$ cat src/buck_ctl_pkg.sv
package buck_ctl_pkg;

	// ====================================================================
	// timing
	localparam int CLK_PERIOD_NS = 8;
	localparam int MIN_OFF_NS    = 320;
	localparam int MIN_OFF_CYC   = (MIN_OFF_NS + CLK_PERIOD_NS - 1)
		/ CLK_PERIOD_NS;
	localparam int DEAD_NS       = 16;
	localparam int DEAD_CYC      = (DEAD_NS + CLK_PERIOD_NS - 1)
		/ CLK_PERIOD_NS;
	localparam int CL_CYCLES     = 256;

	// ====================================================================
	// register map
	localparam logic [3:0]  CTRL_OFFS       = 4'h0;
	localparam logic [3:0]  STATUS_OFFS     = 4'h4;
	localparam logic [3:0]  CLCNT_OFFS      = 4'h8;
	localparam int          CTRL_RUN_BIT    = 0;
	localparam logic        CTRL_RUN_RST    = 1'b1;
	localparam logic [1:0]  RESP_OKAY       = 2'h0;
	localparam logic [1:0]  RESP_SLVERR     = 2'h2;

	// ====================================================================
	// types
	typedef struct packed {
		logic pwm_trip;
		logic ilim_trip;
		logic ss_below_ref;
		logic switch_node_above_neg;
		logic restart_above_th;
		logic restart_grounded;
		logic sample_over_limit;
		logic line_uv_above_shdn;
		logic line_uv_above_th;
		logic bias_ok;
		logic ccm_select;
		logic ls_gate_low;
		logic hs_gate_low;
		logic osc_tick;
	} flags_s;

	typedef enum logic [3:0] {
		OP_OFF     = 4'h1,
		OP_RUN     = 4'h2,
		OP_HICCUP  = 4'h4,
		OP_LATCHED = 4'h8
	} op_e;

	typedef enum logic [6:0] {
		G_IDLE    = 7'h01,
		G_LS_FALL = 7'h02,
		G_HS_DLY  = 7'h04,
		G_HS_ON   = 7'h08,
		G_HS_FALL = 7'h10,
		G_LS_DLY  = 7'h20,
		G_LS_ON   = 7'h40
	} gate_e;

	typedef enum logic [2:0] {
		RM_HICCUP = 3'h1,
		RM_LATCH  = 3'h2,
		RM_NONE   = 3'h4
	} rmode_e;

endpackage

$ cat src/buck_pwm_sequencer.sv
// Functional notes
// - end cycle when ramp exceeds comp minus offset
// - regulate to lower of soft-start, reference
// - diode emulation: low side off above -5mV
// - force diode emulation while soft-start below reference
// - ramp over current limit ends cycle
// - skip pulses while sampled current over limit
// - 256 limited cycles enter standby, charge restart
// - standby holds gates off, discharges soft-start
// - restart threshold: discharge node, soft-start again
// - restart high at power-on: no hiccup
// - restart grounded: latch off until line shutdown
// - restart mode latched once at power-on
// - high side forced off 320ns each cycle
// - low side off and low before high on
// - high side low before low side on
// - line standby: gates off, soft-start held low
// - switch only with bias and line good
// - sample recirculating current before high-side on
//
// The register offsets and register access over AXI4-Lite were decided locally.
module buck_pwm_sequencer #(
	parameter int CL_COUNT   = buck_ctl_pkg::CL_CYCLES,
	parameter int MIN_OFF    = buck_ctl_pkg::MIN_OFF_CYC,
	parameter int DEAD       = buck_ctl_pkg::DEAD_CYC,
	parameter int AXI_AW     = 4
) (
	input  wire logic              aclk,                  // clock
	input  wire logic              aresetn,               // sync reset
	input  wire logic              clk_en,                // freeze when low
	input  wire logic              pwm_trip,              // ramp > comp-1.2V
	input  wire logic              ilim_trip,             // ramp > 1.2V
	input  wire logic              ss_below_ref,          // ss < 0.8V
	input  wire logic              switch_node_above_neg, // node > -5mV
	input  wire logic              restart_above_th,      // node > 1.25V
	input  wire logic              restart_grounded,      // node at ground
	input  wire logic              sample_over_limit,     // held current high
	input  wire logic              line_uv_above_shdn,    // line > 0.4V
	input  wire logic              line_uv_above_th,      // line > 1.25V
	input  wire logic              bias_ok,               // bias above lockout
	input  wire logic              diode_emulation_select, // pin > 3V
	input  wire logic              ls_gate_low,           // low gate fallen
	input  wire logic              hs_gate_low,           // high gate fallen
	input  wire logic              osc_tick,              // oscillator edge
	output logic                   high_side_gate,        // high switch
	output logic                   low_side_gate,         // low switch
	output logic                   ss_discharge,          // ss pull-down
	output logic                   ref_from_ss,           // ss is reference
	output logic                   restart_charge,        // 10uA source on
	output logic                   restart_discharge,     // node pull-down
	output logic                   sample_hold,           // sample strobe
	output logic                   diode_emulation,       // emulation active
	input  wire logic [AXI_AW-1:0] s_axi_awaddr,          // write address
	input  wire logic              s_axi_awvalid,         // aw valid
	output logic                   s_axi_awready,         // aw ready
	input  wire logic [31:0]       s_axi_wdata,           // write data
	input  wire logic [3:0]        s_axi_wstrb,           // byte enables
	input  wire logic              s_axi_wvalid,          // w valid
	output logic                   s_axi_wready,          // w ready
	output logic [1:0]             s_axi_bresp,           // write response
	output logic                   s_axi_bvalid,          // b valid
	input  wire logic              s_axi_bready,          // b ready
	input  wire logic [AXI_AW-1:0] s_axi_araddr,          // read address
	input  wire logic              s_axi_arvalid,         // ar valid
	output logic                   s_axi_arready,         // ar ready
	output logic [31:0]            s_axi_rdata,           // read data
	output logic [1:0]             s_axi_rresp,           // read response
	output logic                   s_axi_rvalid,          // r valid
	input  wire logic              s_axi_rready           // r ready
);

	localparam int CW = $clog2(CL_COUNT + 1);
	localparam int OW = $clog2(MIN_OFF + 1);
	localparam int DW = $clog2(DEAD + 1);

	// ====================================================================
	// state
	typedef struct packed {
		buck_ctl_pkg::flags_s s1;
		buck_ctl_pkg::flags_s s2;
		logic                 tick_d;
		buck_ctl_pkg::op_e    op;
		buck_ctl_pkg::gate_e  gate;
		buck_ctl_pkg::rmode_e rmode;
		logic                 cfg_done;
		logic [CW-1:0]        cl_cnt;
		logic                 cl_seen;
		logic                 pend;
		logic [OW-1:0]        off_cnt;
		logic [DW-1:0]        dly;
		logic                 hs;
		logic                 ls;
		logic                 ss_dis;
		logic                 ref_ss;
		logic                 rst_chg;
		logic                 rst_dis;
		logic                 smp;
		logic                 de;
		logic                 run_en;
		logic                 aw_got;
		logic                 w_got;
		logic [AXI_AW-1:0]    waddr;
		logic                 wbit;
		logic                 wstb;
		logic                 awrdy;
		logic                 wrdy;
		logic                 bvalid;
		logic [1:0]           bresp;
		logic                 arrdy;
		logic                 rvalid;
		logic [1:0]           rresp;
		logic [31:0]          rdata;
	} state_s;

	state_s               st_ff;
	state_s               nxt_st;
	buck_ctl_pkg::flags_s fl_in;
	logic                 tick;
	logic                 de_now;
	logic                 run_ok;

	function automatic logic reg_hit(input logic [AXI_AW-1:0] a);
		reg_hit = (a == AXI_AW'(buck_ctl_pkg::CTRL_OFFS))
			|| (a == AXI_AW'(buck_ctl_pkg::STATUS_OFFS))
			|| (a == AXI_AW'(buck_ctl_pkg::CLCNT_OFFS));
	endfunction

	// ====================================================================
	// comparator inputs
	assign fl_in = {pwm_trip, ilim_trip, ss_below_ref,
		switch_node_above_neg, restart_above_th, restart_grounded,
		sample_over_limit, line_uv_above_shdn, line_uv_above_th, bias_ok,
		diode_emulation_select, ls_gate_low, hs_gate_low, osc_tick};
	assign tick   = st_ff.s2.osc_tick & ~st_ff.tick_d;
	assign de_now = ~st_ff.s2.ccm_select | st_ff.s2.ss_below_ref;
	assign run_ok = st_ff.s2.bias_ok & st_ff.s2.line_uv_above_th
		& st_ff.run_en & st_ff.cfg_done;

	// ====================================================================
	// next state
	always_comb begin
		logic cl_evt;
		logic cl_any;
		cl_evt = 1'b0;
		cl_any = 1'b0;
		nxt_st = st_ff;
		nxt_st.s1      = fl_in;
		nxt_st.s2      = st_ff.s1;
		nxt_st.tick_d  = st_ff.s2.osc_tick;
		nxt_st.smp     = 1'b0;
		nxt_st.ref_ss  = st_ff.s2.ss_below_ref;
		nxt_st.de      = de_now;
		nxt_st.rst_dis = st_ff.rst_dis & st_ff.s2.restart_above_th;
		if (st_ff.off_cnt != '0) begin
			nxt_st.off_cnt = OW'(st_ff.off_cnt - 1'b1);
		end
		if (!st_ff.cfg_done && st_ff.s2.line_uv_above_th
			&& st_ff.s2.bias_ok) begin
			nxt_st.cfg_done = 1'b1;
			if (st_ff.s2.restart_above_th) begin
				nxt_st.rmode = buck_ctl_pkg::RM_NONE;
			end else if (st_ff.s2.restart_grounded) begin
				nxt_st.rmode = buck_ctl_pkg::RM_LATCH;
			end else begin
				nxt_st.rmode = buck_ctl_pkg::RM_HICCUP;
			end
		end

		case (st_ff.op)
		buck_ctl_pkg::OP_OFF: begin
			nxt_st.gate   = buck_ctl_pkg::G_IDLE;
			nxt_st.hs     = 1'b0;
			nxt_st.ls     = 1'b0;
			nxt_st.ss_dis = 1'b1;
			nxt_st.rst_chg = 1'b0;
			nxt_st.cl_cnt = '0;
			nxt_st.cl_seen = 1'b0;
			nxt_st.pend   = 1'b0;
			if (run_ok) begin
				nxt_st.op     = buck_ctl_pkg::OP_RUN;
				nxt_st.ss_dis = 1'b0;
			end
		end
		buck_ctl_pkg::OP_RUN: begin
			case (st_ff.gate)
			buck_ctl_pkg::G_IDLE,
			buck_ctl_pkg::G_LS_ON: begin
				if (st_ff.pend && st_ff.off_cnt == '0) begin
					nxt_st.pend = 1'b0;
					if (st_ff.s2.sample_over_limit) begin
						cl_evt = 1'b1;
					end else begin
						nxt_st.ls   = 1'b0;
						nxt_st.gate = buck_ctl_pkg::G_LS_FALL;
					end
				end else if (st_ff.gate == buck_ctl_pkg::G_LS_ON
					&& de_now && st_ff.s2.switch_node_above_neg) begin
					nxt_st.ls   = 1'b0;
					nxt_st.gate = buck_ctl_pkg::G_IDLE;
				end
			end
			buck_ctl_pkg::G_LS_FALL: begin
				if (st_ff.s2.ls_gate_low) begin
					nxt_st.dly  = DW'(DEAD - 1);
					nxt_st.gate = buck_ctl_pkg::G_HS_DLY;
				end
			end
			buck_ctl_pkg::G_HS_DLY: begin
				if (st_ff.dly == '0) begin
					nxt_st.hs   = 1'b1;
					nxt_st.gate = buck_ctl_pkg::G_HS_ON;
				end else begin
					nxt_st.dly = DW'(st_ff.dly - 1'b1);
				end
			end
			buck_ctl_pkg::G_HS_ON: begin
				if (st_ff.s2.pwm_trip || st_ff.s2.ilim_trip) begin
					cl_evt         = st_ff.s2.ilim_trip;
					nxt_st.hs      = 1'b0;
					nxt_st.off_cnt = OW'(MIN_OFF);
					nxt_st.gate    = buck_ctl_pkg::G_HS_FALL;
				end
			end
			buck_ctl_pkg::G_HS_FALL: begin
				if (st_ff.s2.hs_gate_low) begin
					nxt_st.dly  = DW'(DEAD - 1);
					nxt_st.gate = buck_ctl_pkg::G_LS_DLY;
				end
			end
			buck_ctl_pkg::G_LS_DLY: begin
				if (st_ff.dly != '0) begin
					nxt_st.dly = DW'(st_ff.dly - 1'b1);
				end else if (de_now
					&& st_ff.s2.switch_node_above_neg) begin
					nxt_st.gate = buck_ctl_pkg::G_IDLE;
				end else begin
					nxt_st.ls   = 1'b1;
					nxt_st.gate = buck_ctl_pkg::G_LS_ON;
				end
			end
			default: begin
				nxt_st.hs   = 1'b0;
				nxt_st.ls   = 1'b0;
				nxt_st.gate = buck_ctl_pkg::G_IDLE;
			end
			endcase

			cl_any = st_ff.cl_seen | cl_evt;
			if (tick) begin
				nxt_st.pend    = 1'b1;
				nxt_st.smp     = 1'b1;
				nxt_st.cl_seen = 1'b0;
				if (st_ff.gate == buck_ctl_pkg::G_HS_ON) begin
					nxt_st.hs      = 1'b0;
					nxt_st.off_cnt = OW'(MIN_OFF);
					nxt_st.gate    = buck_ctl_pkg::G_HS_FALL;
				end
				if (!cl_any) begin
					nxt_st.cl_cnt = '0;
				end else if (st_ff.cl_cnt != CW'(CL_COUNT - 1)) begin
					nxt_st.cl_cnt = CW'(st_ff.cl_cnt + 1'b1);
				end else if (st_ff.rmode != buck_ctl_pkg::RM_NONE) begin
					nxt_st.cl_cnt = '0;
					nxt_st.hs     = 1'b0;
					nxt_st.ls     = 1'b0;
					nxt_st.gate   = buck_ctl_pkg::G_IDLE;
					nxt_st.pend   = 1'b0;
					nxt_st.ss_dis = 1'b1;
					if (st_ff.rmode == buck_ctl_pkg::RM_LATCH) begin
						nxt_st.op = buck_ctl_pkg::OP_LATCHED;
					end else begin
						nxt_st.op      = buck_ctl_pkg::OP_HICCUP;
						nxt_st.rst_chg = 1'b1;
					end
				end
			end else begin
				nxt_st.cl_seen = cl_any;
			end
			if (!run_ok) begin
				nxt_st.op   = buck_ctl_pkg::OP_OFF;
				nxt_st.hs   = 1'b0;
				nxt_st.ls   = 1'b0;
				nxt_st.gate = buck_ctl_pkg::G_IDLE;
				nxt_st.ss_dis  = 1'b1;
				nxt_st.rst_chg = 1'b0;
			end
		end
		buck_ctl_pkg::OP_HICCUP: begin
			nxt_st.hs     = 1'b0;
			nxt_st.ls     = 1'b0;
			nxt_st.ss_dis = 1'b1;
			if (!run_ok) begin
				nxt_st.op      = buck_ctl_pkg::OP_OFF;
				nxt_st.rst_chg = 1'b0;
			end else if (st_ff.s2.restart_above_th) begin
				nxt_st.rst_chg = 1'b0;
				nxt_st.rst_dis = 1'b1;
				nxt_st.ss_dis  = 1'b0;
				nxt_st.op      = buck_ctl_pkg::OP_RUN;
			end
		end
		buck_ctl_pkg::OP_LATCHED: begin
			nxt_st.hs     = 1'b0;
			nxt_st.ls     = 1'b0;
			nxt_st.ss_dis = 1'b1;
			if (!st_ff.s2.line_uv_above_shdn) begin
				nxt_st.op = buck_ctl_pkg::OP_OFF;
			end
		end
		default: begin
			nxt_st.op = buck_ctl_pkg::OP_OFF;
			nxt_st.hs = 1'b0;
			nxt_st.ls = 1'b0;
		end
		endcase

		// register slave, write side
		if (st_ff.bvalid && s_axi_bready) begin
			nxt_st.bvalid = 1'b0;
		end
		if (s_axi_awvalid && st_ff.awrdy) begin
			nxt_st.aw_got = 1'b1;
			nxt_st.waddr  = s_axi_awaddr;
		end
		if (s_axi_wvalid && st_ff.wrdy) begin
			nxt_st.w_got = 1'b1;
			nxt_st.wbit  = s_axi_wdata[buck_ctl_pkg::CTRL_RUN_BIT];
			nxt_st.wstb  = s_axi_wstrb[0];
		end
		if (st_ff.aw_got && st_ff.w_got && !st_ff.bvalid) begin
			nxt_st.aw_got = 1'b0;
			nxt_st.w_got  = 1'b0;
			nxt_st.bvalid = 1'b1;
			nxt_st.bresp  = reg_hit(st_ff.waddr) ? buck_ctl_pkg::RESP_OKAY
				: buck_ctl_pkg::RESP_SLVERR;
			if (st_ff.wstb && st_ff.waddr
				== AXI_AW'(buck_ctl_pkg::CTRL_OFFS)) begin
				nxt_st.run_en = st_ff.wbit;
			end
		end
		nxt_st.awrdy = !nxt_st.aw_got && !nxt_st.bvalid;
		nxt_st.wrdy  = !nxt_st.w_got && !nxt_st.bvalid;

		// register slave, read side
		if (st_ff.rvalid && s_axi_rready) begin
			nxt_st.rvalid = 1'b0;
		end
		if (s_axi_arvalid && st_ff.arrdy) begin
			nxt_st.rvalid = 1'b1;
			nxt_st.rresp  = reg_hit(s_axi_araddr) ? buck_ctl_pkg::RESP_OKAY
				: buck_ctl_pkg::RESP_SLVERR;
			nxt_st.rdata  = 32'h0000_0000;
			if (s_axi_araddr == AXI_AW'(buck_ctl_pkg::CTRL_OFFS)) begin
				nxt_st.rdata = 32'(st_ff.run_en);
			end else if (s_axi_araddr
				== AXI_AW'(buck_ctl_pkg::STATUS_OFFS)) begin
				nxt_st.rdata = 32'({st_ff.hs, st_ff.ls, st_ff.de,
					st_ff.cfg_done, st_ff.rmode, st_ff.op, st_ff.gate});
			end else if (s_axi_araddr
				== AXI_AW'(buck_ctl_pkg::CLCNT_OFFS)) begin
				nxt_st.rdata = 32'(st_ff.cl_cnt);
			end
		end
		nxt_st.arrdy = !nxt_st.rvalid;
	end

	// ====================================================================
	// registers
	always_ff @(posedge aclk) begin
		if (!aresetn) begin
			st_ff        <= '0;
			st_ff.op     <= buck_ctl_pkg::OP_OFF;
			st_ff.gate   <= buck_ctl_pkg::G_IDLE;
			st_ff.rmode  <= buck_ctl_pkg::RM_HICCUP;
			st_ff.ss_dis <= 1'b1;
			st_ff.de     <= 1'b1;
			st_ff.run_en <= buck_ctl_pkg::CTRL_RUN_RST;
		end else if (clk_en) begin
			st_ff <= nxt_st;
		end
	end

	// ====================================================================
	// outputs
	assign high_side_gate    = st_ff.hs;
	assign low_side_gate     = st_ff.ls;
	assign ss_discharge      = st_ff.ss_dis;
	assign ref_from_ss       = st_ff.ref_ss;
	assign restart_charge    = st_ff.rst_chg;
	assign restart_discharge = st_ff.rst_dis;
	assign sample_hold       = st_ff.smp;
	assign diode_emulation   = st_ff.de;
	assign s_axi_awready     = st_ff.awrdy;
	assign s_axi_wready      = st_ff.wrdy;
	assign s_axi_bresp       = st_ff.bresp;
	assign s_axi_bvalid      = st_ff.bvalid;
	assign s_axi_arready     = st_ff.arrdy;
	assign s_axi_rdata       = st_ff.rdata;
	assign s_axi_rresp       = st_ff.rresp;
	assign s_axi_rvalid      = st_ff.rvalid;

endmodule // buck_pwm_sequencer

$ cat config.mk
export PLATFORM = sky130hd
export DESIGN_NAME = buck_pwm_sequencer
export DESIGN_NICKNAME = d
export VERILOG_FILES = /design/src/buck_ctl_pkg.sv /design/src/buck_pwm_sequencer.sv
export SDC_FILE = /design/constraint.sdc
export NUM_CORES = 1
export LEC_CHECK = 0
export ABC_AREA = 1
export BUFFER_PORTS_ARGS = -buffer_cell sky130_fd_sc_hd__buf_2
export CAP_MARGIN = 20
export CORE_MARGIN = 1.5
export CORE_UTILIZATION = 59
export CTS_CLUSTER_DIAMETER = 100
export DETAILED_ROUTE_END_ITERATION = 8
export PLACE_DENSITY = 0.89
export SLEW_MARGIN = 20
export SYNTH_ARGS = -nofsm -noshare
export SYNTH_HDL_FRONTEND = slang
export SYNTH_SLANG_ARGS = --single-unit
$ cat constraint.sdc
create_clock -name aclk -period 5.1 [get_ports aclk]
set_input_delay 1.02 -clock aclk [delete_from_list [all_inputs] [get_ports aclk]]
set_output_delay 1.02 -clock aclk [all_outputs]
set_load 0.005 [all_outputs]
# Yosys cells after proc, flatten, opt, wreduce, memory -nomap -nowiden
# Index checks and enable logic that the tools add are counted.
# W data, S select, Z words.
# op_classes
reduce_logical	53
n_mux	97
bitwise_logic	9
n_eq_ne	34
addsub	3
# ops
cell	count
$mux W7	11
$mux W11	5
$mux W9	5
$pmux W7 S6	1
$mux W1	36
$mux W18	2
$mux W35	1
$mux W6	4
$ne A3 B3 Y1 const B	8
$pmux W11 S2	1
$mux W3	7
$mux W2	10
$mux W4	5
$logic_and A1 B1 Y1	16
$pmux W4 S4	1
$reduce_and A8 Y1	2
$ne A2 B2 Y1 const B	7
$pmux W7 S2	1
$eq A4 B3 Y1 const B	3
$eq A4 B4 Y1 const B	3
$reduce_and A2 Y1	6
$add A9 B1 Y9 const B	1
$ne A9 B8 Y1 const B	1
$pmux W1 S3	3
other kinds (37)	56
# totals
in_bits	66
ff_bits	121
elab_cells	256
out_inout_bits	49

# Logic depth before layout (Yosys ltp)
# Gate-level depths: netlist of run 1.
# depth
depth_word	14
mapped_depth	14

# Worst setup path before layout of run 1
# No wires, ideal clock.
# synth_path
path_kind	input-to-reg
start	in clk_en
end	reg st_ff (netlist bit s_axi_rdata[0])
t_arrival_ps	1942
cell_stages	6
path_buffers	3
required_ps	4972
path_slack_ps	3030
setup_ps	128
cell_sequence	buf_2 nand3_1 inv_1 clkbuf_1 clkbuf_1 a21oi_1
# synth_between
elab_chain_len	1
# synth_rtl
item	line_no	rtl
from (decl)	buck_pwm_sequencer.sv:30	input wire logic clk_en,
$reduce_and A2 Y1 (no source line)	n/a	
to (signal assigned)	buck_pwm_sequencer.sv:379	st_ff <= nxt_st;
to (decl)	buck_pwm_sequencer.sv:115	state_s st_ff;
# Every way passes these cells.
# A chain may end at the register's enable or synchronous reset.

# Worst setup path in the final report of run 1
# layout_path
start	in aresetn
end	reg st_ff[78] (netlist name)
# layout_lines
item	line_no	rtl
from (decl)	buck_pwm_sequencer.sv:29	input wire logic aresetn,
# No word-level cell between the ends.

==> impl_metrics.env, run 1 <==
export IMPL_maxSlewHeadroom=0.533
export IMPL_route_detailed_drc=0
export IMPL_clk_pin_slew_worst_paths_ns=0.10
export IMPL_cpMostUsedCell="buf_4"
export IMPL_power_share_clock=0.233
export IMPL_antenna_left=0
export IMPL_cts_tree="done"
export IMPL_fp_dieArea_mm2=0.00964
export IMPL_p_per_area_mw_per_mm2=369
export IMPL_finalHoldViolCount=0
export IMPL_p_int_mw=1.30
export IMPL_cp_required_ns=5.37
export IMPL_htree_levels=3
export IMPL_initial_core_util=0.610
export IMPL_cts_root_buf="clkbuf_8"
export IMPL_grt_util_all_layers=0.264
export IMPL_worstPathMaxFanout=64
export IMPL_async_reset_ff_frac=0
export IMPL_io_pin_count=115
export IMPL_sw_frac_of_total=0.379
export IMPL_regMostFlops="st_ff"
export IMPL_ys_seq_area_frac=0.393
export IMPL_yosysWarnings=0
export IMPL_stdcell_count=912
export IMPL_worstSetupStartpointType="input pin"
export IMPL_crit_type="input pin to flop"
export IMPL_clock_sinks=105
export IMPL_drv_cap=0
export IMPL_drt_iter0_drc=232
export IMPL_synth_area_leaders="dfxtp_1 39%, nand2_1 9.4%, nor2_1 8.4%, a21oi_1 6.7%, o21ai_0 6.2%"
export IMPL_static_leakage_power_nw=2.47
export IMPL_cts_buffers=9
export IMPL_max_stage_delay_ns=0.43
export IMPL_core_area_mm2=0.00876
export IMPL_die_x_um=98.2
export IMPL_syn_inst=770
export IMPL_synth_avg_cell_area_um2=6.94
export IMPL_drt_pass1_iterations=5
export IMPL_period_share=0.457
export IMPL_rsz0062_at_grt="no"
export IMPL_grt_pass1_vias=4639
export IMPL_largest_reg_flops=56
export IMPL_antenna_found_initial=0
export IMPL_finalSetupViolCount=0
export IMPL_place_congestion=0.899
export IMPL_crit_chain="buf_2 > buf_4 > inv_1 > buf_4 > a221o_1"
export IMPL_drive_gt1_frac=0.155
export IMPL_vias=4943
export IMPL_ys_top_cells_by_count="134 x nand2_1, 119 x nor2_1, 105 x dfxtp_1"
export IMPL_port_buffers=64
export IMPL_path_depth=5
export IMPL_synthesis_area_mm2=0.00535
export IMPL_status="completed"
export IMPL_finalSetupTns_ns=0
export IMPL_yosys_area_top_type_share=0.393
export IMPL_crit_family="buffers and inverters"
export IMPL_grt_max_degree=65
export IMPL_synth_edff_count=0
export IMPL_worstHoldPathCells=2
export IMPL_yosysMostFrequentCell="nand2_1"
export IMPL_fin_skew_ns=0.0158
export IMPL_fin_nets=870
export IMPL_ctsResizeCount=0
export IMPL_worst_hold_path_type="flop to flop"
export IMPL_drv_slew=0
export IMPL_irDropWorstVdd_mv=0.228
export IMPL_fin_crit_ns=2.33
export IMPL_seqPwrFrac=0.462
export IMPL_fmax_mhz=429
export IMPL_row_count=34
export IMPL_grt_pass1_wl_mm=21.0
export IMPL_insertion_delay_ns=0.39
export IMPL_die_h_um=98.2
export IMPL_synth_cell_types=45
export IMPL_crit_slowest_cell="buf_4"
export IMPL_p_sw_mw=0.791
export IMPL_rr_worst_depth=11
export IMPL_ys_seq_elements=105
export IMPL_timing_critical_path_buf_inv=4
export IMPL_post_drt_wl_per_cell_um=13.6
export IMPL_dp_cells=897
export IMPL_hold_buffers=0
export IMPL_num_antenna_cells=0
export IMPL_gr_total_overflow=0
export IMPL_fill_cells=769
export IMPL_viasPerCell=5.42
export IMPL_synth_area_leader_cell="dfxtp_1"
export IMPL_post_cts_buffers=0
export IMPL_cp_arrival_ns=2.60
export IMPL_dp_hpwl_mm=8.92
export IMPL_cts_buffer_depth=2
export IMPL_endpoint_kind="flop"
export IMPL_worst_pin_slew_ns=0.699
export IMPL_synth_flop_cell="dfxtp_1"
export IMPL_drt_total_wl_mm=12.4
export IMPL_combPwrFrac=0.305
export IMPL_area_growth_pct=5.85
## worst paths after layout
kind,startpoint,endpoint,slack [ns]
hold / removal,st_ff[67],st_ff[67],0.47
hold reg to reg,st_ff[67],st_ff[67],0.47
setup / recovery,aresetn,st_ff[78],2.77
setup reg to reg,st_ff[60],st_ff[75],2.96
## worst register-to-register path, stage by stage (launching register included)
cell	delay [ns]
dfxtp_1	0.33
inv_1	0.11
ha_1	0.20
nand4_1	0.18
nor2_1	0.17
nand2_2	0.08
nand2_2	0.25
nand4_2	0.13
nand2_2	0.22
inv_1	0.19
nand2_1	0.09
a21oi_1	0.05
## cell usage in the layout, fill, tap and decap left out, types with 3 or more instances in the layout
cell / synthesis / layout
a211oi_1: 3 / 3
a21oi_1: 72 / 72
buf_2: 4 / 64
buf_4: 36 / 4
clkbuf_8: 0 / 9
conb_1: 1 / 16
dfxtp_1: 105 / 105
ha_1: 4 / 4
inv_1: 75 / 75
inv_2: 8 / 8
nand2_1: 134 / 134
nand2_2: 6 / 6
nand2_4: 3 / 3
nand3_1: 35 / 35
nand3_4: 3 / 3
nand4_1: 11 / 11
nor2_1: 119 / 119
nor2_2: 9 / 9
nor2_4: 3 / 3
nor3_1: 12 / 12
nor3_2: 3 / 3
o21ai_0: 66 / 66
o21ai_1: 5 / 5
o22ai_1: 8 / 8
## per-stage QoR
stage	hold WS (ns)	util	power, mW	setup WS [ns]	area, um^2
finish	0.473	0.646	2.09	2.77	5660
global route	0.489	0.646	2.22	2.61	5660
CTS	0.466	0.646	2.08	2.79	5660
detailed placement	0.452	0.626	1.61	2.39	5490
global placement	0.433	0.626	1.57	2.40	5490
floorplan	0.424	-	1.47	3.03	5400
## power groups by stage
stage / logic, mW / registers, mW / clock network, mW
final: 0.636 / 0.965 / 0.486
after floorplan: 0.507 / 0.966 / 0
after global routing: 0.722 / 0.975 / 0.522
after global placement: 0.596 / 0.975 / 0
after detailed placement: 0.625 / 0.982 / 0
after CTS: 0.629 / 0.963 / 0.491
## cell families after synthesis
group	after synthesis	synth area share
simple gates	344	0.293
compound gates	166	0.167
other cells	1	0.000701
buf+inv	149	0.136
flops	105	0.393
xor+xnor	1	0.00164
fa+ha+maj	4	0.00936
## metal layers
metal / GRT usage / up-vias / share of wire
met3: 0.0494 / 25 / 0.048
met4: 0.113 / 0 / 0.025
li1: - / 2501 / -
met5: 0 / - / 0
met2: 0.439 / 149 / 0.48
met1: 0.337 / 2268 / 0.44
## layout make-up
class / instances / area [um^2] / area share
multi-input combinational: 531 / 2580 / 0.455
sequential: 105 / 2100 / 0.371
timing repair buffer: 68 / 350 / 0.0619
inverter: 85 / 322 / 0.0568
tap: 108 / 135 / 0.0239
clock buffer: 9 / 124 / 0.0219
clock inverter: 6 / 50.0 / 0.00884
Power figures use the tool's default switching activity.
==> inputs of run 2 (changes only) <==
- CORE_UTILIZATION: 59 -> 49
- PLACE_DENSITY: 0.89 -> 0.8
- clock period: 5.1 -> 2 ns (I/O delays scaled with it)
==> impl_metrics.env, run 2 (same netlist as run 1, synthesis figures left out) <==
export IMPL_finalSetupViolCount=0
export IMPL_stdcell_count=951
export IMPL_clk_pin_slew_worst_paths_ns=0.09
export IMPL_insertion_delay_ns=0.37
export IMPL_drive_gt1_frac=0.168
export IMPL_worstHoldPathCells=3
export IMPL_fin_nets=883
export IMPL_static_leakage_power_nw=2.53
export IMPL_rr_endpoint="st_ff[71]"
export IMPL_antenna_found_initial=0
export IMPL_dp_cells=937
export IMPL_drt_total_wl_mm=11.9
export IMPL_cp_arrival_ns=2.11
export IMPL_irDropWorstVdd_mv=0.593
export IMPL_finalSetupTns_ns=0
export IMPL_regMostFlops="st_ff"
export IMPL_drt_pass1_iterations=5
export IMPL_initial_core_util=0.511
export IMPL_num_antenna_cells=0
export IMPL_antenna_left=0
export IMPL_worstSetupStartpointType="flop"
export IMPL_cts_tree="done"
export IMPL_p_per_area_mw_per_mm2=904
export IMPL_fin_crit_ns=1.82
export IMPL_grt_util_all_layers=0.215
export IMPL_most_common_layout_cells="134 x nand2_1, 118 x nor2_1, 105 x dfxtp_1, 75 x inv_1, 72 x a21oi_1"
export IMPL_total_power_mw=5.26
export IMPL_fin_skew_ns=0.00891
export IMPL_area_growth_pct=8.82
export IMPL_period_share=0.908
export IMPL_core_area_mm2=0.0105
export IMPL_cts_buffers=9
export IMPL_post_drt_wl_per_cell_um=12.5
export IMPL_die_x_um=107
export IMPL_grt_max_degree=36
export IMPL_largest_reg_flops=56
export IMPL_critical_path_endpoint="st_ff[71]"
export IMPL_cts_root_buf="clkbuf_8"
export IMPL_rr_worst_depth=9
export IMPL_worstPathMaxFanout=10
export IMPL_final_area_mm2=0.00582
export IMPL_row_count=37
export IMPL_crit_type="flop to flop"
export IMPL_die_h_um=107
export IMPL_drv_cap=0
export IMPL_clock_sinks=105
export IMPL_cp_required_ns=2.30
export IMPL_cts_buffer_depth=2
export IMPL_fmax_mhz=551
export IMPL_vias=4899
export IMPL_worst_hold_path_type="input pin to flop"
export IMPL_holdWs_ns=0.247
export IMPL_placed_cell_area_mm2=0.00564
export IMPL_route_detailed_drc=0
export IMPL_r2r_start="st_ff[90]"
export IMPL_status="completed"
export IMPL_place_congestion=0.917
export IMPL_endpoint_kind="flop"
export IMPL_grt_pass1_vias=4345
export IMPL_viasPerCell=5.15
export IMPL_fp_dieArea_mm2=0.0115
export IMPL_dp_hpwl_mm=8.81
export IMPL_htree_levels=3
export IMPL_drt_iter0_drc=313
export IMPL_drv_slew=0
export IMPL_finalHoldViolCount=0
export IMPL_grt_pass1_wl_mm=19.9
export IMPL_final_common_cell="nand2_1"
export IMPL_startpoint="st_ff[90]"
export IMPL_io_pin_count=115
export IMPL_gr_total_overflow=0
export IMPL_reg2reg_slack_ns=0.18
export IMPL_port_buffers=64
-- run 2: stage by stage --
stage | setup slack, ns | utilization
final | 0.184 | 0.556
after global routing | -0.0168 | 0.556
after CTS | 0.139 | 0.554
after detailed placement | 0.149 | 0.539
after global placement | 0.204 | 0.539
after floorplan | 0.412 | -
-- run 2: power by group --
group          leakage, nW  internal (mW)  switching (mW)
Clock               0.0778          0.472           0.681
Sequential           0.858           2.30           0.147
Combinational         1.59          0.583            1.08
-- run 2: cell type report --
class / count / area [um^2]
Tap cell: 136 / 170
Timing Repair Buffer: 81 / 473
Clock inverter: 2 / 16.3
Inverter: 85 / 322
Sequential cell: 105 / 2100
Clock buffer: 11 / 141
Fill cell: 1002 / 4640
Multi-Input combinational cell: 531 / 2590
-- run 2: how the worst min path moves through the flow --
stage | startpoint | to | slack, ns
global placement | st_ff[43] | st_ff[43] | 0.43
CTS | hs_gate_low | nxt_st[94] | 0.23
global route | diode_emulation_select | nxt_st[96] | 0.25
floorplan | st_ff[44] | st_ff[44] | 0.42
detailed placement | st_ff[44] | st_ff[44] | 0.43
finish | line_uv_above_shdn | nxt_st[99] | 0.25
-- run 2: worst max-delay path, cell delays in order (launching register included) --
cell and delay [ns]:
dfxtp_1 0.35, nor2_2 0.17, nand3_4 0.19, inv_4 0.17, o21ai_4 0.12, nor2_1 0.20, nand2_4 0.11, inv_1 0.21
nand2_1 0.09, a21oi_1 0.13
-- run 2: metal layers --
layer  vias up  track usage  wire, um
met1      2200        0.291      5510
met4         0       0.0752       252
met5         -            0         0
met2       149        0.338      5410
li1       2532            -         -
met3        18       0.0472       718
-- run 2: what timing repair did --
item / in CTS / in global routing
gates resized for setup: 0 / 4
endpoints found under the setup margin: 0 / 10
buffers inserted: 0 / 1
hold buffers: 0 / 0
